## src/verilog/fwsr_pkg.sv

```systemverilog
/*
 * Shared constants for the flash write-status polling controller:
 * register map, field positions, flash status bit positions and bus timing.
 * Assumes a 50 MHz ref_clk and an asynchronous parallel flash bus.
 */
package fwsr_pkg;

	// ----------------------------------------------------------------
	// clock and bus timing
	// ----------------------------------------------------------------
	localparam int CLK_PERIOD_NS = 20;
	localparam int RD_ACCESS_NS = 80; // read access time, plain default; strobe held SYNC_STAGES cycles longer
	localparam int WE_PULSE_NS = 40; // write strobe low time, plain default
	localparam int RECOVER_NS = 40; // strobes high between cycles, plain default
	localparam int SYNC_STAGES = 2;

	// least time rounded up to whole cycles, never below one
	function automatic int cyc_up(input int ns);
		int c;
		c = (ns + CLK_PERIOD_NS - 1) / CLK_PERIOD_NS;
		return (c < 1) ? 1 : c;
	endfunction

	localparam logic [3:0] RD_CYC = 4'(cyc_up(RD_ACCESS_NS) + SYNC_STAGES);
	localparam logic [3:0] WE_CYC = 4'(cyc_up(WE_PULSE_NS));
	localparam logic [3:0] REC_CYC = 4'(cyc_up(RECOVER_NS));

	// ----------------------------------------------------------------
	// widths, register offsets and fields
	// ----------------------------------------------------------------
	localparam int AW = 20;
	localparam int DW = 16;
	localparam logic [7:0] REG_CTRL = 8'h00;
	localparam logic [7:0] REG_ADDR = 8'h04;
	localparam logic [7:0] REG_WDATA = 8'h08;
	localparam logic [7:0] REG_STATUS = 8'h0c;
	localparam logic [7:0] REG_RDATA = 8'h10;
	localparam int CTRL_OP_LSB = 0;
	localparam int CTRL_ABORT_BIT = 3;
	localparam int STA_BUSY = 0;
	localparam int STA_DONE = 1;
	localparam int STA_FAIL = 2;
	localparam int STA_WIN_REJECT = 3;
	localparam int STA_WIN_LATE = 4;
	localparam int STA_READY_PIN = 5;
	localparam int STA_SECTOR_TGL = 6;
	localparam int STA_TIMEOUT = 7;
	localparam logic [AW-1:0] ADDR_RST = 20'h00000;
	localparam logic [DW-1:0] WDATA_RST = 16'h0000;

	// ----------------------------------------------------------------
	// flash status bits and commands
	// ----------------------------------------------------------------
	localparam int POLL_STATUS_BIT = 7;
	localparam int FIRST_TOGGLE_BIT = 6;
	localparam int TIMEOUT_FAIL_BIT = 5;
	localparam int ERASE_WINDOW_BIT = 3;
	localparam int SECOND_TOGGLE_BIT = 2;
	localparam logic [DW-1:0] CMD_RESET = 16'h00f0;

	typedef enum logic [2:0] {
		OP_NONE = 3'h0,
		OP_WRITE = 3'h1,
		OP_READ = 3'h2,
		OP_POLL = 3'h3,
		OP_WINDOW = 3'h4,
		OP_RESET = 3'h5
	} fwsr_op_t;

endpackage

```

## src/verilog/fwsr_cyc_if.sv

```systemverilog
/*
 * Bus-cycle request channel between the sequencer and the flash pin driver.
 * reqValid is held with its fields until ackDone pulses for one cycle.
 */
`timescale 1ns/10ps
interface fwsr_cyc_if;
	logic reqValid;
	logic reqWrite;
	logic [19:0] reqAddr;
	logic [15:0] reqData;
	logic ackDone;
	logic [15:0] ackData;

	modport seq (output reqValid, output reqWrite, output reqAddr, output reqData,
		input ackDone, input ackData);
	modport port (input reqValid, input reqWrite, input reqAddr, input reqData,
		output ackDone, output ackData);
endinterface

```

## src/verilog/fwsr_flash_port.sv

```systemverilog
/*
 * Flash pin driver: runs one asynchronous read or write cycle per request.
 * Assumes the flash data bus is resolved outside from dataOut and dataOe.
 */
`timescale 1ns/10ps
module fwsr_flash_port
	import fwsr_pkg::*;
(
	input wire logic ref_clk, // 50 MHz clock
	input wire logic nrst, // async reset, active low
	fwsr_cyc_if.port cyc, // request channel
	output logic flashCeN, // chip select, active low
	output logic flashOeN, // output strobe, active low
	output logic flashWeN, // write strobe, active low
	output logic [AW-1:0] flashAddr, // address pins
	output logic [DW-1:0] flashDataOut, // data driven to flash
	output logic flashDataOe, // high while driving data
	input wire logic [DW-1:0] flashDataIn // data pins from flash
);

	typedef enum logic [1:0] {
		PS_IDLE = 2'b00,
		PS_STROBE = 2'b01,
		PS_RECOVER = 2'b11
	} fwsr_pstate_t;

	fwsr_pstate_t pstate_q;
	logic [3:0] cnt_q;
	logic isWrite_q;
	logic [DW-1:0] dataMeta_q;
	logic [DW-1:0] dataSync_q;

	// ----------------------------------------------------------------
	// input synchroniser
	// ----------------------------------------------------------------
	// two stages before the captured read value
	always_ff @(posedge ref_clk or negedge nrst)
	begin
		if (!nrst)
		begin
			dataMeta_q <= '0;
			dataSync_q <= '0;
		end
		else
		begin
			dataMeta_q <= flashDataIn;
			dataSync_q <= dataMeta_q;
		end
	end

	// ----------------------------------------------------------------
	// cycle engine
	// ----------------------------------------------------------------
	// strobe low, count, release, recover, acknowledge
	always_ff @(posedge ref_clk or negedge nrst)
	begin
		if (!nrst)
		begin
			pstate_q <= PS_IDLE;
			cnt_q <= 4'h0;
			isWrite_q <= 1'b0;
			flashCeN <= 1'b1;
			flashOeN <= 1'b1;
			flashWeN <= 1'b1;
			flashAddr <= '0;
			flashDataOut <= '0;
			flashDataOe <= 1'b0;
			cyc.ackDone <= 1'b0;
			cyc.ackData <= '0;
		end
		else
		begin
			cyc.ackDone <= 1'b0;
			unique case (pstate_q)
				PS_IDLE:
				begin
					if (cyc.reqValid && !cyc.ackDone)
					begin
						isWrite_q <= cyc.reqWrite;
						flashAddr <= cyc.reqAddr;
						flashCeN <= 1'b0;
						flashWeN <= !cyc.reqWrite;
						flashOeN <= cyc.reqWrite;
						flashDataOut <= cyc.reqData;
						flashDataOe <= cyc.reqWrite;
						cnt_q <= cyc.reqWrite ? WE_CYC : RD_CYC;
						pstate_q <= PS_STROBE;
					end
				end
				PS_STROBE:
				begin
					if (cnt_q == 4'h1)
					begin
						flashCeN <= 1'b1; // rising strobe latches a write
						flashOeN <= 1'b1;
						flashWeN <= 1'b1;
						if (!isWrite_q)
							cyc.ackData <= dataSync_q;
						cnt_q <= REC_CYC;
						pstate_q <= PS_RECOVER;
					end
					else
						cnt_q <= cnt_q - 4'h1;
				end
				PS_RECOVER:
				begin
					if (cnt_q == 4'h1)
					begin
						flashDataOe <= 1'b0; // data held past the rising strobe
						cyc.ackDone <= 1'b1;
						pstate_q <= PS_IDLE;
					end
					else
						cnt_q <= cnt_q - 4'h1;
				end
				default:
					pstate_q <= PS_IDLE;
			endcase
		end
	end

endmodule // fwsr_flash_port

```

## src/verilog/fwsr_ctrl.sv

```systemverilog
/*
 * Host controller that judges flash program/erase status over the flash pins.
 * Software orders single cycles, toggle polling, sector-add checks and reset
 * over APB. Assumes the flash drives status on the low byte of its data bus.
 */
//
// Overview of operation
// - Polling starts with two back-to-back reads; equal toggle bit means done.
// - Still toggling with timeout bit set: recheck, toggling means fail, reset.
// - Polling resumed after other work restarts with two fresh reads.
// - After timeout failure host writes reset; flash returns to reads.
// - Host may skip erase window bit only with sector commands under 50 us apart.
// - Check erase window bit before and after each added sector command.
`timescale 1ns/10ps
module fwsr_ctrl
	import fwsr_pkg::*;
(
	input wire logic ref_clk, // 50 MHz clock
	input wire logic nrst, // async reset, active low
	input wire logic [7:0] paddr, // apb address
	input wire logic psel, // apb select
	input wire logic penable, // apb enable
	input wire logic pwrite, // apb direction
	input wire logic [31:0] pwdata, // apb write data
	output logic pready, // apb ready
	output logic [31:0] prdata, // apb read data
	output logic pslverr, // apb error, unmapped address
	output logic flashCeN, // flash chip select, active low
	output logic flashOeN, // flash output strobe, active low
	output logic flashWeN, // flash write strobe, active low
	output logic [AW-1:0] flashAddr, // flash address
	output logic [DW-1:0] flashDataOut, // flash data out
	output logic flashDataOe, // flash data enable, high drives
	input wire logic [DW-1:0] flashDataIn, // flash data in
	input wire logic readyBusyN // flash ready/busy pin, low busy
);

	typedef enum logic [2:0] {
		ST_IDLE = 3'b000,
		ST_READA = 3'b001,
		ST_READB = 3'b011,
		ST_RECHK = 3'b010,
		ST_CMDWR = 3'b110,
		ST_RESET = 3'b111,
		ST_WINB = 3'b101
	} fwsr_state_t;

	fwsr_cyc_if cyc ();

	fwsr_state_t state_q;
	fwsr_op_t op_q;
	logic [AW-1:0] addr_q;
	logic [DW-1:0] wdata_q;
	logic [DW-1:0] rdata_q;
	logic [DW-1:0] prev_q;
	logic rbMeta_q;
	logic rbSync_q;
	logic abortPend_q;
	logic done_q, fail_q, winReject_q, winLate_q, sectorTgl_q, timeoutSeen_q;
	logic evDone_q, evFail_q, evReject_q, evLate_q, evSector_q, evTimeout_q;
	logic apbWr;
	logic startOp;
	logic [2:0] opField;
	logic busy;
	logic [7:0] statusVec;

	// toggle bit moved between two successive reads
	function automatic logic toggled(input logic [DW-1:0] a, input logic [DW-1:0] b);
		return a[FIRST_TOGGLE_BIT] ^ b[FIRST_TOGGLE_BIT];
	endfunction

	// ----------------------------------------------------------------
	// pin driver
	// ----------------------------------------------------------------
	fwsr_flash_port u_port (
		.ref_clk(ref_clk),
		.nrst(nrst),
		.cyc(cyc.port),
		.flashCeN(flashCeN),
		.flashOeN(flashOeN),
		.flashWeN(flashWeN),
		.flashAddr(flashAddr),
		.flashDataOut(flashDataOut),
		.flashDataOe(flashDataOe),
		.flashDataIn(flashDataIn)
	);

	// ready/busy pin sampled only, never driven
	always_ff @(posedge ref_clk or negedge nrst)
	begin
		if (!nrst)
		begin
			rbMeta_q <= 1'b1;
			rbSync_q <= 1'b1;
		end
		else
		begin
			rbMeta_q <= readyBusyN;
			rbSync_q <= rbMeta_q;
		end
	end

	// ----------------------------------------------------------------
	// apb slave
	// ----------------------------------------------------------------
	assign apbWr = psel && penable && pwrite && pready;
	assign opField = pwdata[CTRL_OP_LSB +: 3];
	assign busy = (state_q != ST_IDLE) || // covers flags still landing after the order ends
		(|{evDone_q, evFail_q, evReject_q, evLate_q, evSector_q, evTimeout_q});
	assign startOp = apbWr && (paddr == REG_CTRL) && (opField != 3'h0) && !busy;
	assign statusVec = {timeoutSeen_q, sectorTgl_q, rbSync_q, winLate_q,
		winReject_q, fail_q, done_q, busy};

	// ready in the access cycle, read data captured in setup
	always_ff @(posedge ref_clk or negedge nrst)
	begin
		if (!nrst)
		begin
			pready <= 1'b0;
			prdata <= 32'h00000000;
			pslverr <= 1'b0;
		end
		else
		begin
			pready <= psel && !penable;
			if (psel && !penable)
			begin
				pslverr <= 1'b0;
				prdata <= 32'h00000000;
				case (paddr)
					REG_CTRL: prdata <= {29'h0, op_q};
					REG_ADDR: prdata <= {12'h000, addr_q};
					REG_WDATA: prdata <= {16'h0000, wdata_q};
					REG_STATUS: prdata <= {24'h000000, statusVec};
					REG_RDATA: prdata <= {16'h0000, rdata_q};
					default: pslverr <= 1'b1;
				endcase
			end
		end
	end

	// address and data registers for the next order
	always_ff @(posedge ref_clk or negedge nrst)
	begin
		if (!nrst)
		begin
			addr_q <= ADDR_RST;
			wdata_q <= WDATA_RST;
		end
		else if (apbWr && !busy)
		begin
			if (paddr == REG_ADDR)
				addr_q <= pwdata[AW-1:0];
			if (paddr == REG_WDATA)
				wdata_q <= pwdata[DW-1:0];
		end
	end

	// abort request held until the sequencer is idle, set wins
	always_ff @(posedge ref_clk or negedge nrst)
	begin
		if (!nrst)
			abortPend_q <= 1'b0;
		else if (apbWr && paddr == REG_CTRL && pwdata[CTRL_ABORT_BIT] && busy)
			abortPend_q <= 1'b1;
		else if (!busy)
			abortPend_q <= 1'b0;
	end

	// sticky status flags, write one to clear, set wins
	always_ff @(posedge ref_clk or negedge nrst)
	begin
		if (!nrst)
		begin
			done_q <= 1'b0;
			fail_q <= 1'b0;
			winReject_q <= 1'b0;
			winLate_q <= 1'b0;
			sectorTgl_q <= 1'b0;
			timeoutSeen_q <= 1'b0;
		end
		else
		begin
			if (apbWr && paddr == REG_STATUS)
			begin
				done_q <= !pwdata[STA_DONE] && done_q;
				fail_q <= !pwdata[STA_FAIL] && fail_q;
				winReject_q <= !pwdata[STA_WIN_REJECT] && winReject_q;
				winLate_q <= !pwdata[STA_WIN_LATE] && winLate_q;
				sectorTgl_q <= !pwdata[STA_SECTOR_TGL] && sectorTgl_q;
				timeoutSeen_q <= !pwdata[STA_TIMEOUT] && timeoutSeen_q;
			end
			if (evDone_q)
				done_q <= 1'b1;
			if (evFail_q)
				fail_q <= 1'b1;
			if (evReject_q)
				winReject_q <= 1'b1;
			if (evLate_q)
				winLate_q <= 1'b1;
			if (evSector_q)
				sectorTgl_q <= 1'b1;
			if (evTimeout_q)
				timeoutSeen_q <= 1'b1;
		end
	end

	// ----------------------------------------------------------------
	// status sequencer
	// ----------------------------------------------------------------
	// issue one bus cycle per state, judge the answer on ack
	always_ff @(posedge ref_clk or negedge nrst)
	begin
		if (!nrst)
		begin
			state_q <= ST_IDLE;
			op_q <= OP_NONE;
			rdata_q <= '0;
			prev_q <= '0;
			cyc.reqValid <= 1'b0;
			cyc.reqWrite <= 1'b0;
			cyc.reqAddr <= '0;
			cyc.reqData <= '0;
			{evDone_q, evFail_q, evReject_q, evLate_q, evSector_q, evTimeout_q} <= 6'h00;
		end
		else
		begin
			{evDone_q, evFail_q, evReject_q, evLate_q, evSector_q, evTimeout_q} <= 6'h00;
			if (state_q == ST_IDLE)
			begin
				if (startOp)
				begin
					case (opField)
						OP_WRITE: state_q <= ST_CMDWR;
						OP_READ: state_q <= ST_READA;
						OP_POLL: state_q <= ST_READA;
						OP_WINDOW: state_q <= ST_READA;
						OP_RESET: state_q <= ST_RESET;
						default: state_q <= ST_IDLE;
					endcase
					op_q <= fwsr_op_t'(opField);
				end
			end
			else if (!cyc.reqValid)
			begin
				cyc.reqValid <= 1'b1;
				cyc.reqWrite <= (state_q == ST_CMDWR) || (state_q == ST_RESET);
				cyc.reqAddr <= addr_q;
				cyc.reqData <= (state_q == ST_RESET) ? CMD_RESET : wdata_q;
			end
			else if (cyc.ackDone)
			begin
				cyc.reqValid <= 1'b0;
				if (abortPend_q)
					state_q <= ST_IDLE;
				else
				begin
					unique case (state_q)
						ST_READA:
						begin
							prev_q <= cyc.ackData;
							rdata_q <= cyc.ackData;
							if (op_q == OP_POLL)
								state_q <= ST_READB;
							else if (op_q == OP_WINDOW && cyc.ackData[ERASE_WINDOW_BIT])
							begin
								evReject_q <= 1'b1;
								evDone_q <= 1'b1;
								state_q <= ST_IDLE;
							end
							else if (op_q == OP_WINDOW)
								state_q <= ST_CMDWR;
							else
							begin
								evDone_q <= 1'b1;
								state_q <= ST_IDLE;
							end
						end
						ST_READB:
						begin
							prev_q <= cyc.ackData;
							rdata_q <= cyc.ackData;
							evSector_q <= prev_q[SECOND_TOGGLE_BIT] ^
								cyc.ackData[SECOND_TOGGLE_BIT];
							if (!toggled(prev_q, cyc.ackData))
							begin
								evDone_q <= 1'b1;
								state_q <= ST_IDLE;
							end
							else if (cyc.ackData[TIMEOUT_FAIL_BIT])
							begin
								evTimeout_q <= 1'b1;
								state_q <= ST_RECHK;
							end
						end
						ST_RECHK:
						begin
							rdata_q <= cyc.ackData;
							if (toggled(prev_q, cyc.ackData))
							begin
								evFail_q <= 1'b1;
								state_q <= ST_RESET;
							end
							else
							begin
								evDone_q <= 1'b1;
								state_q <= ST_IDLE;
							end
						end
						ST_CMDWR:
						begin
							if (op_q == OP_WINDOW)
								state_q <= ST_WINB;
							else
							begin
								evDone_q <= 1'b1;
								state_q <= ST_IDLE;
							end
						end
						ST_WINB:
						begin
							rdata_q <= cyc.ackData;
							evLate_q <= cyc.ackData[ERASE_WINDOW_BIT];
							evDone_q <= 1'b1;
							state_q <= ST_IDLE;
						end
						ST_RESET:
						begin
							evDone_q <= 1'b1;
							state_q <= ST_IDLE;
						end
						default:
							state_q <= ST_IDLE;
					endcase
				end
			end
		end
	end

	// ----------------------------------------------------------------
	// checks
	// ----------------------------------------------------------------
	logic [1:0] pollReads_q;

	// reads taken since the poll order started
	always_ff @(posedge ref_clk or negedge nrst)
	begin
		if (!nrst)
			pollReads_q <= 2'h0;
		else if (state_q == ST_IDLE)
			pollReads_q <= 2'h0;
		else if (cyc.ackDone && !cyc.reqWrite && pollReads_q != 2'h3)
			pollReads_q <= pollReads_q + 2'h1;
	end
endmodule // fwsr_ctrl

```

## config.mk

```make
export PLATFORM = sky130hd
export DESIGN_NAME = fwsr_ctrl
export DESIGN_NICKNAME = d
export VERILOG_FILES = /design/src/verilog/fwsr_pkg.sv /design/src/verilog/fwsr_cyc_if.sv /design/src/verilog/fwsr_flash_port.sv /design/src/verilog/fwsr_ctrl.sv
export SDC_FILE = /design/constraint.sdc
export NUM_CORES = 1
export LEC_CHECK = 0
export BUFFER_PORTS_ARGS = -buffer_cell sky130_fd_sc_hd__buf_2
export CORE_ASPECT_RATIO = 2
export CORE_MARGIN = 2
export CORE_UTILIZATION = 31
export DETAILED_ROUTE_END_ITERATION = 8
export GPL_TIMING_DRIVEN = 0
export SLEW_MARGIN = 10
export SYNTH_ARGS = -nofsm -noshare
export SYNTH_HDL_FRONTEND = slang
export SYNTH_SLANG_ARGS = --single-unit
```

## constraint.sdc

```tcl
create_clock -name ref_clk -period 6.61 [get_ports ref_clk]
set_clock_uncertainty 0.05 [all_clocks]
set_input_delay 1.322 -clock ref_clk [delete_from_list [all_inputs] [get_ports ref_clk]]
set_output_delay 1.322 -clock ref_clk [all_outputs]
set_load 0.02 [all_outputs]
```

Word-level counts from Yosys, hierarchy flattened

Cells that the tools add are included.

Bits in registers: 248
Bits of input ports: 62
Output and inout bits: 74
Logic and storage cells: 234

Add/sub/neg operators: 1
Equal/unequal tests: 27
Multiplexer cells: 92
Bitwise operators: 6
Reduce and logical (&&, ||, !) cells: 67

Operator list:

| operator             | count |
|---|---|
| $pmux W20 S5         | 1 |
| $mux W1              | 62 |
| $mux W3              | 13 |
| $reduce_bool A2 Y1   | 10 |
| $logic_and A1 B1 Y1  | 19 |
| $eq A3 B3 Y1 const B | 6 |
| $eq A8 B4 Y1 const B | 2 |
| $mux W16             | 1 |
| $eq A3 B2 Y1 const B | 5 |
| $reduce_and A3 Y1    | 5 |
| $mux W4              | 3 |
| $pmux W3 S4          | 1 |
| $pmux W4 S3          | 1 |
| $logic_not A1 Y1     | 10 |
| $reduce_and A2 Y1    | 5 |
| $reduce_and A5 Y1    | 2 |
| $pmux W3 S3          | 1 |
| $reduce_bool A3 Y1   | 3 |
| $eq A8 B3 Y1 const B | 1 |
| $eq A8 B5 Y1 const B | 1 |
| $logic_not A8 Y1     | 1 |
| $ne A2 B1 Y1 const B | 4 |
| $pmux W1 S2          | 4 |
| $eq A3 B1 Y1 const B | 2 |
| other kinds (20)     | 30 |

Longest topological paths before layout

Gate-level depths: netlist of the first run.

Word-level depth: 9
Gate-level depth with buffers: 8
Gate-level depth less buffers: 6

By module

Synthesis of the first run repeated with hierarchy kept, for this count alone.

Cells, all modules: 821
Area, all modules: 9277.6 um2

Modules (own cells, without submodules):

| module          | times used | cells each | area an instance (um2) | seq. area each (um2) |
|---|---|---|---|---|
| fwsr_ctrl       | 1          | 554        | 5935.7                 | 3380.7 |
| fwsr_flash_port | 1          | 267        | 3342.0                 | 2406.1 |

Least setup slack after synthesis of the first run

No wires, ideal clock.

Kind: input-to-reg
Start: in paddr[4]
End: reg state_q[2]
Library setup time: 0.128 ns
Arrival: 2.971 ns
Data required time: 6.432 ns
Setup slack: 3.461 ns
Stages: 6
Path buffers: 1
Cell sequence: buf_6 > or4_4 > nor3_4 > and4_1 > o211a_4 > mux2_1

Longest elaborated chain between the ends: 6

RTL lines:

| item                              | line             | text |
|---|---|---|
| from (decl)                       | fwsr_ctrl.sv:20  | `input wire logic [7:0] paddr,` |
| $logic_not A8 Y1                  | fwsr_ctrl.sv:110 | `assign startOp = apbWr && (paddr == REG_CTRL) && (opField != 3'h0) && !busy;` |
| $logic_and A1 B1 Y1 (3 in series) | fwsr_ctrl.sv:110 |  |
| $ne A2 B2 Y1 (no line)            | --               |  |
| $reduce_and A4 Y1 (no line)       | --               |  |
| to (signal assigned)              | fwsr_ctrl.sv:216 | `state_q <= ST_IDLE;` |
| to (signal assigned)              | fwsr_ctrl.sv:234 | `OP_WRITE: state_q <= ST_CMDWR;` |
| to (signal assigned)              | fwsr_ctrl.sv:235 | `OP_READ: state_q <= ST_READA;` |
| to (decl)                         | fwsr_ctrl.sv:50  | `fwsr_state_t state_q;` |

Every way passes these cells.
A chain may end at the register's enable or synchronous reset.

Final worst setup path of the first run

Same ends and word-level chain as after synthesis.

==> impl_metrics.ini, run 1 <==
[clocking]
cts_resized = 0
htreeDepth = 1
cts_buffers = 22
clk_pin_slew_ps = 70
postCtsSetupBuffers = 0
cts_tree = yes
cts_max_path_buffers = 3
root_buffer = clkbuf_16
cts_sinks = 231
worstSkewPairLatency_ps = 510
holdBufCountCts = 0

[worst_setup_path]
cp_cell_sequence = buf_6, or4_4, nor3_4, and4_1, o211a_4, mux2_1
cpMaxStageDelayCell = or4_4
cp-start-kind = primary input
required_ps = 6960
slowest_delay_ps = 580
crit_type = in -> reg
cp_max_fo = 8
arrival_ps = 3210
crit_path_end_kind = flop

[timing]
max_freq_mhz = 349.2
layout_setup_ws_ps = 3746
setup_viol = 0
finalHoldViolations = 0
maxSlewHeadroom_pct = 44.23
finalCritPeriodShare_pct = 43.33
setup-tns-final_ps = 0
period_minus_slack_ps = 2864
maxSlewViolCount = 0
hold_ws_ps = 298.3
tightest_slew_ps = 829.6
grt_setup_unrepaired = false

[logic_synthesis]
ys_seq_area_share_pct = 62.93
ys_types = 59
netlist_area_mm2 = 0.009196
synthTopCellsByCount = dfrtp_1, nand2_1, mux2_2, nor2_1, o21ai_0
yosysWarningCount = 0
synth_most_common_cell = dfrtp_1
synthFlopType = dfrtp_1
synth_cells = 727
yosys.area.top_type = dfrtp_1
synth_edf_count = 0
syn_area_per_cell_um2 = 12.65
synth_area_leaders = dfrtp_1, mux2_2, nand2_1, mux2_4, o21ai_0
ys_ff_latch = 231
synth_top_area_share_pct = 61.50
synthArstFlopShare_pct = 100.0

[power]
vdd_ir_drop_max_v = 0.0001371
p_leak_nw = 5.541
p_per_area_mw_per_mm2 = 284.3

[placement]
numPortBuffers = 110
gp_congestion = 0.8751
dp_hpwl_mm = 16.72
pre_cts_slack_ps = 3235
placed_cell_area_mm2 = 0.01031

[floorplanning]
ioPinCount = 136
rows = 89
die-area_mm2 = 0.03114
die_h_um = 247.6
core_area_mm2 = 0.02940
start_util_pct = 31.28
die_w_um = 125.8

[drt]
wl_per_cell_um = 17.37
dr_total_vias = 5917
ant_nets = 0
wirelength_mm = 21.88
vias_per_cell = 4.700
remaining_drc_errors = 0
drt_iter0_drc = 268
firstDrtPassIters = 5

[final_layout]
multi_input_area_mm2 = 0.003182
nNetsFinal = 938
fin_area_mm2 = 0.01107
final-seq-area_mm2 = 0.005787
syn_to_final_growth_pct = 20.34
num-fill-cells = 2914
drive_gt1_share_pct = 33.71

[grt]
grt_overflow = 0
track_usage_pct = 14.04
grt_pass1_vias = 6190
grt_pass1_wl_mm = 34.31
grt_max_degree = 109
antenna_found_initial = 8

[job]
maxCapViolations = 0

[outcome]
outcome = finished clean

[min_path]
hold_class = reg -> reg
## final cells by class
cell class / count / area share (%)
sequential: 231 / 52.29
multi-input combinational: 459 / 28.75
clock buffer: 35 / 6.422
timing repair buffer: 112 / 5.562
tap: 364 / 4.115
buffer: 44 / 2.295
clock inverter: 5 / 0.3166
inverter: 4 / 0.1357
antenna: 5 / 0.1131
## per-stage QoR
stage / power (mW) / utilization (%) / cells
floorplan: 1.774 / - / 738
global placement: 1.884 / 34.84 / 1212
detailed placement: 1.902 / 35.07 / 1214
CTS: 3.195 / 37.60 / 1254
global route: 3.290 / 37.64 / 1259
finish: 3.146 / 37.64 / 1259
## path summary, 6_finish.rpt
kind | slack (ps) | cells after the start | start | endpoint
max | 3750 | 6 | paddr[4] | state_q[2]
min | 300 | 0 | u_port.dataMeta_q[11] | u_port.dataSync_q[11]
max reg2reg | 3900 | 7 | cyc.reqValid | u_port.flashDataOut[13]
min reg2reg | 300 | 0 | u_port.dataMeta_q[11] | u_port.dataSync_q[11]
max in group asynchronous | 5080 | 2 | nrst | u_port.dataMeta_q[13]
min in group asynchronous | 610 | 1 | nrst | u_port.cnt_q[2]
## registers in the layout, summed over array words and instances (netlist names), 3 cells and up
signal	count
addr_q	20
cyc.reqAddr	20
cyc.reqData	16
op_q	3
prdata	20
rdata_q	16
state_q	3
u_port.cnt_q	4
u_port.cyc.ackData	16
u_port.dataMeta_q	16
u_port.dataSync_q	16
u_port.flashAddr	20
u_port.flashDataOut	16
wdata_q	16
## critical path, delay by kind of cell
kind,cells,cell delay (ps)
buffers and inverters,1,120
AOI/OAI and AO/OA,1,220
and+or+nand+nor,3,1230
muxes,1,320
## layer usage
| layer | vias to the layer above | global-route usage, % | wire (um) |
|---|---|---|---|
| li1 | 2802 | - | - |
| met1 | 2920 | 14.60 | 7764 |
| met2 | 136 | 26.88 | 12180 |
| met3 | 53 | 2.587 | 1054 |
| met4 | 6 | 6.626 | 852 |
| met5 | - | 0 | 27 |
## layout by cell type (no fill, tap or decap), types with 3 or more instances in the layout
| cell type | netlist | final |
|---|---|---|
| buf_2 | 5 | 114 |
| dfstp_2 | 5 | 5 |
| nor3_1 | 8 | 8 |
| mux2_4 | 10 | 10 |
| o21ai_0 | 27 | 27 |
| clkbuf_8 | 0 | 9 |
| a221oi_1 | 7 | 7 |
| buf_4 | 13 | 13 |
| nor2b_1 | 5 | 5 |
| and2_1 | 4 | 4 |
| clkbuf_1 | 19 | 22 |
| or2_2 | 4 | 4 |
| o22a_1 | 3 | 3 |
| mux2_2 | 97 | 97 |
| a22oi_1 | 13 | 13 |
| buf_1 | 3 | 3 |
| diode_2 | 0 | 5 |
| nand2_1 | 126 | 126 |
| and3_1 | 4 | 4 |
| inv_1 | 4 | 4 |
| conb_1 | 1 | 12 |
| nor3b_1 | 4 | 4 |
| nand3_1 | 16 | 16 |
| a22o_1 | 5 | 5 |
| or3_1 | 3 | 3 |
| a21oi_1 | 18 | 18 |
| a21o_1 | 6 | 6 |
| dfrtp_1 | 226 | 226 |
| buf_6 | 3 | 3 |
| mux2_1 | 5 | 5 |
| clkbuf_16 | 0 | 23 |
| nand2b_1 | 6 | 6 |
| o21a_1 | 4 | 4 |
| o221ai_1 | 3 | 3 |
| mux2i_1 | 3 | 3 |
| nand3b_1 | 3 | 3 |
| nor2_1 | 32 | 32 |
## kinds of logic after synthesis
kind of cell             synth area share, %
AND/OR/NAND/NOR                        12.23
flip-flops                             62.93
multiplexers                           14.45
XOR/XNOR                              0.3810
AO/OA/AOI/OAI                          6.776
other                                0.04078
buffers and inverters                  2.925
adder cells (fa/ha/maj)               0.2721
## report_power, final
part	total (mW)	leakage [nW]	switching (mW)	internal (mW)
sequential	1.56	3.09	0.0583	1.50
clock	1.28	0.368	0.539	0.741
combinational	0.306	2.08	0.168	0.138
Note: power is estimated with default switching activity, not from simulation.
==> run 2, diff against run 1 <==
==> constraint.sdc (replaced) <==
create_clock -name ref_clk -period 2.9 [get_ports ref_clk]
set_clock_uncertainty 0.05 [all_clocks]
set_input_delay 0.58 -clock ref_clk [delete_from_list [all_inputs] [get_ports ref_clk]]
set_output_delay 0.58 -clock ref_clk [all_outputs]
set_load 0.02 [all_outputs]
==> run 2 against run 1 <==
Net effect: total power increased by 130%; worst hold slack got worse by 190 ps; global-route usage about the same; first-iteration DRC count increased by 7.1%; die area unchanged; final cell count about the same; critical path depth increased by 1; worst setup slack got worse by 3600 ps; sequential cell count unchanged; sequential power increased by 130%; sequential share of layout area about the same; non-clock buffer count increased by 1; critical endpoint is now u_port.flashDataOut[13].
==> impl_metrics.ini, run 2 (synthesis results as in run 1) <==
[timing]
setup-tns-final_ps = 0
grt_setup_unrepaired = false
setup_viol = 0
hold_ws_ps = 108.8
finalCritPeriodShare_pct = 93.90
finalHoldViolations = 0
period_minus_slack_ps = 2723
tightest_slew_ps = 832.7
max_freq_mhz = 367.2
layout_setup_ws_ps = 177.0
maxSlewHeadroom_pct = 44.03
maxSlewViolCount = 0

[worst_setup_path]
required_ps = 3250
cp-start-kind = flop
setup.reg_to_reg.worst_slack_ps = 180
crit_path_end_kind = flop
crit_start = cyc.reqValid
arrival_ps = 3070
ff2ff_path_depth = 7
cp_max_fo = 10
rr_startpoint = cyc.reqValid
reg2reg_to = u_port.flashDataOut[13]
crit_type = reg -> reg

[drt]
vias_per_cell = 4.696
wl_per_cell_um = 17.39
remaining_drc_errors = 0
ant_nets = 0
dr_total_vias = 5917
wirelength_mm = 21.91
firstDrtPassIters = 4
drt_iter0_drc = 287

[power]
p_per_area_mw_per_mm2 = 647.4
total_power_mw = 7.171
p_leak_nw = 5.545
vdd_ir_drop_max_v = 0.0003127

[final_layout]
nNetsFinal = 939
drive_gt1_share_pct = 33.67
final_cell_mix = dfrtp_1, nand2_1, buf_2
fin_area_mm2 = 0.01108
syn_to_final_growth_pct = 20.45
layoutNonFillerInstCount = 1260
post-route-util_pct = 37.68
final_common_cell = dfrtp_1

[clocking]
htreeDepth = 1
root_buffer = clkbuf_16
cts_tree = yes
worstSkewPairLatency_ps = 510
postCtsSetupBuffers = 0
cts_sinks = 231
cts_max_path_buffers = 3
holdBufCountCts = 1
clk_pin_slew_ps = 70
cts_buffers = 22
cts_resized = 0

[placement]
dp_hpwl_mm = 16.72
gp_congestion = 0.8751
placed_cell_area_mm2 = 0.01031
place_inst = 1214
numPortBuffers = 110
pre_cts_slack_ps = 119.7

[floorplanning]
die_h_um = 247.6
die-area_mm2 = 0.03114
core_area_mm2 = 0.02940
die_w_um = 125.8
start_util_pct = 31.28
ioPinCount = 136
rows = 89

[grt]
grt_pass1_vias = 6191
antenna_found_initial = 8
grt_pass1_wl_mm = 34.33
grt_max_degree = 109
track_usage_pct = 14.04
grt_overflow = 0

[job]
maxCapViolations = 0

[min_path]
hold_start = readyBusyN
min_delay_path_depth = 1
hold-path-endpoint = rbMeta_q
hold_class = in -> reg

[outcome]
outcome = finished clean
## run 2: final cells by class
| type | instances | area [um2] |
|---|---|---|
| fill | 2915 | 18320 |
| clock buffer | 35 | 710.7 |
| clock inverter | 5 | 35.03 |
| inverter | 4 | 15.01 |
| antenna | 5 | 12.51 |
| sequential | 231 | 5787 |
| multi-input combinational | 459 | 3182 |
| buffer | 44 | 254.0 |
| timing repair buffer | 113 | 625.6 |
| tap | 364 | 455.4 |
## run 2: power breakdown
group | total, mW | switching, mW | leakage, nW | internal (mW)
Clock | 2.92 | 1.23 | 0.368 | 1.69
Combinational | 0.698 | 0.382 | 2.09 | 0.315
Sequential | 3.56 | 0.132 | 3.09 | 3.43
Total | 7.17 | 1.74 | 5.55 | 5.43
## run 2: layer usage
layer,global-route usage [%],share of wire [%],wire length (um),up-vias
li1,-,-,-,2802
met1,14.61,36,7784,2917
met2,26.88,56,12190,140
met3,2.587,4.9,1082,52
met4,6.626,3.8,832,6
met5,0,0.12,27,-
## run 2: worst max-delay path by stage
stage | slack [ps] | to | depth (start not counted)
finish | 180 | u_port.flashDataOut[13] | 7
global route | 40 | u_port.flashDataOut[12] | 7
CTS | 100 | u_port.flashDataOut[13] | 7
detailed placement | 120 | u_port.flashDataOut[13] | 7
global placement | -2870 | u_port.flashAddr[10] | 1
floorplan | 490 | state_q[2] | 6
## run 2: critical path: stages, from the launching register on
cell and delay, ps:
dfrtp_1 320, clkbuf_1 280, nor2b_1 290, nand2b_1 170, nor2_1 390, buf_2 350, buf_2 370, mux2_2 380
==> run 3, diff against run 2 <==
--- a/config.mk
+++ b/config.mk
@@ -5,6 +5,7 @@
 export SDC_FILE = /design/constraint.sdc
 export NUM_CORES = 1
 export LEC_CHECK = 0
+export ABC_AREA = 1
 export BUFFER_PORTS_ARGS = -buffer_cell sky130_fd_sc_hd__buf_2
 export CORE_ASPECT_RATIO = 2
 export CORE_MARGIN = 2
==> run 3 against run 2 <==
Net effect: sequential cell count is the same; clock-buffer cell count is 7 lower; first-iteration DRC count up 16%; total power rose by 8.1%; register-to-register slack better by 660 ps; non-clock buffer count up 4; the run now ends with negative hold slack left; final cell count grew 21%.
==> impl_metrics.ini, run 3 <==
[worst_setup_path]
slowest_delay_ps = 660
cp_max_fo = 10
setup.reg_to_reg.worst_slack_ps = 840
crit_buf_inv = 3
crit_path_end_kind = flop
rr_startpoint = evTimeout_q
crit_start = penable
cp_cell_sequence = buf_2, nor2_1, clkinv_1, clkbuf_1, nand2_1, nand2_1
crit_type = in -> reg
crit_top_cell = nand2_1
cpLargestDelayFamily = buffers and inverters
cp-start-kind = primary input
cpMaxStageDelayCell = nor2_1
required_ps = 3240
arrival_ps = 2520

[logic_synthesis]
ys_seq_area_share_pct = 62.41
netlist_area_mm2 = 0.009273
synthArstFlopShare_pct = 100.0
synth_edf_count = 0
yosys.area.top_type = dfrtp_1
ys_types = 33
ys_ff_latch = 231
syn_area_per_cell_um2 = 9.282
yosysWarningCount = 0
synth_top_area_share_pct = 60.99
synth_cells = 999
synth_most_common_cell = nand2_1
synthTopCellsByCount = nand2_1, dfrtp_1, o21ai_0, inv_1, nand3_1
synth_area_leaders = dfrtp_1, nand2_1, o21ai_0, inv_1, nand3_1
synthFlopType = dfrtp_1

[drt]
remaining_drc_errors = 0
met2_length_mm = 13.91
drt_iter0_drc = 332
wl_per_cell_um = 16.37
wl_met1_mm = 8.479
highest_layer = met4
dr_total_vias = 6962
vias_per_cell = 4.559
wirelength_mm = 25.00
ant_nets = 0
firstDrtPassIters = 4
wl_met3_um = 936

[timing]
max_freq_mhz = 459.5
hold_ws_ps = -11.44
tightest_slew_ps = 858.3
finalCritPeriodShare_pct = 75.04
maxSlewViolCount = 0
setup_viol = 0
period_minus_slack_ps = 2176
grt_setup_unrepaired = false
finalHoldViolations = 4
maxSlewHeadroom_pct = 42.57

[final_layout]
drive_gt1_share_pct = 18.06
antenna_cells = 0
nNetsFinal = 1211
final_common_cell = nand2_1
final_cell_mix = nand2_1, dfrtp_1, buf_2
layoutNonFillerInstCount = 1527
syn_to_final_growth_pct = 20.69

[floorplanning]
die-area_mm2 = 0.03140
start_util_pct = 31.42
ioPinCount = 136
rows = 89
core_area_mm2 = 0.02951
die_h_um = 248.6
die_w_um = 126.3

[clocking]
cts_sinks = 231
clk_pin_slew_ps = 60
holdBufCountCts = 0
cts_max_path_buffers = 3
worstSkewPairLatency_ps = 520
postCtsSetupBuffers = 0
root_buffer = clkbuf_16
htreeDepth = 1
cts_tree = yes
cts_buffers = 22
cts_resized = 0

[grt]
grt_pass1_wl_mm = 39.05
antenna_found_initial = 0
grt_pass1_vias = 7322
grt_max_degree = 96
track_usage_pct = 16.01
grt_overflow = 0

[min_path]
hold_class = in -> async

[placement]
gp_congestion = 0.9390
dp_hpwl_mm = 19.58
place_inst = 1487
numPortBuffers = 111

[power]
p_per_area_mw_per_mm2 = 692.4
p_leak_nw = 5.826
vdd_ir_drop_max_v = 0.0003337

[outcome]
outcome = finished with violations
violations = negative hold slack

[job]
maxCapViolations = 0
-- run 3: layout make-up --
class | instances | area [um2]
fill | 2931 | 18320
sequential | 231 | 5787
multi-input combinational | 638 | 2924
clock buffer | 28 | 634.4
timing repair buffer | 113 | 620.6
tap | 364 | 455.4
inverter | 93 | 349.1
buffer | 48 | 254.0
clock inverter | 12 | 166.4
-- run 3: routing by layer --
layer / global-route usage [%] / vias up
met1: 15.13 / 3264
met3: 2.238 / 71
met2: 31.08 / 177
li1: - / 3450
met5: 0 / -
met4: 10.49 / 0
-- run 3: cell families (layout without fill, tap and decap cells) --
group | count (synthesis) | in the layout | share of synthesized area (%)
mux | 14 | 14 | 1.700
flops | 231 | 231 | 62.41
buf+inv | 141 | 294 | 6.504
fa+ha+maj | 2 | 2 | 0.2698
simple gates | 452 | 452 | 19.97
other cells | 1 | 12 | 0.04044
compound gates | 157 | 157 | 9.014
xor+xnor | 1 | 1 | 0.09447
-- run 3: stage by stage --
step	TNS (ps)	total power [mW]	setup slack, ps	utilization (%)	cell area (um2)
2_1_floorplan	0	4.329	1175	-	9314
3_3_place_gp	-646740	4.619	-2867	34.99	10320
3_5_place_dp	0	4.666	115.8	35.21	10390
4_1_cts	0	7.839	666.6	37.92	11190
5_1_grt	0	8.097	544.8	37.92	11190
6_report	0	7.749	723.7	37.92	11190
-- run 3: path summary, 6_finish.rpt --
| kind | cells after the start | end |
|---|---|---|
| setup / recovery | 6 | prdata[2] |
| hold / removal | 1 | prdata[1] |
| setup reg to reg | 7 | addr_q[4] |
| hold reg to reg | 0 | u_port.dataSync_q[2] |
| max in group asynchronous | 2 | u_port.dataSync_q[14] |
| min in group ref_clk | 1 | rbMeta_q |
-- run 3: power breakdown --
| part | internal [mW] | total (mW) | leakage [nW] | switching, mW |
|---|---|---|---|---|
| sequential | 3.57 | 3.77 | 2.96 | 0.198 |
| clock | 1.91 | 3.16 | 0.398 | 1.25 |
| combinational | 0.325 | 0.822 | 2.47 | 0.497 |
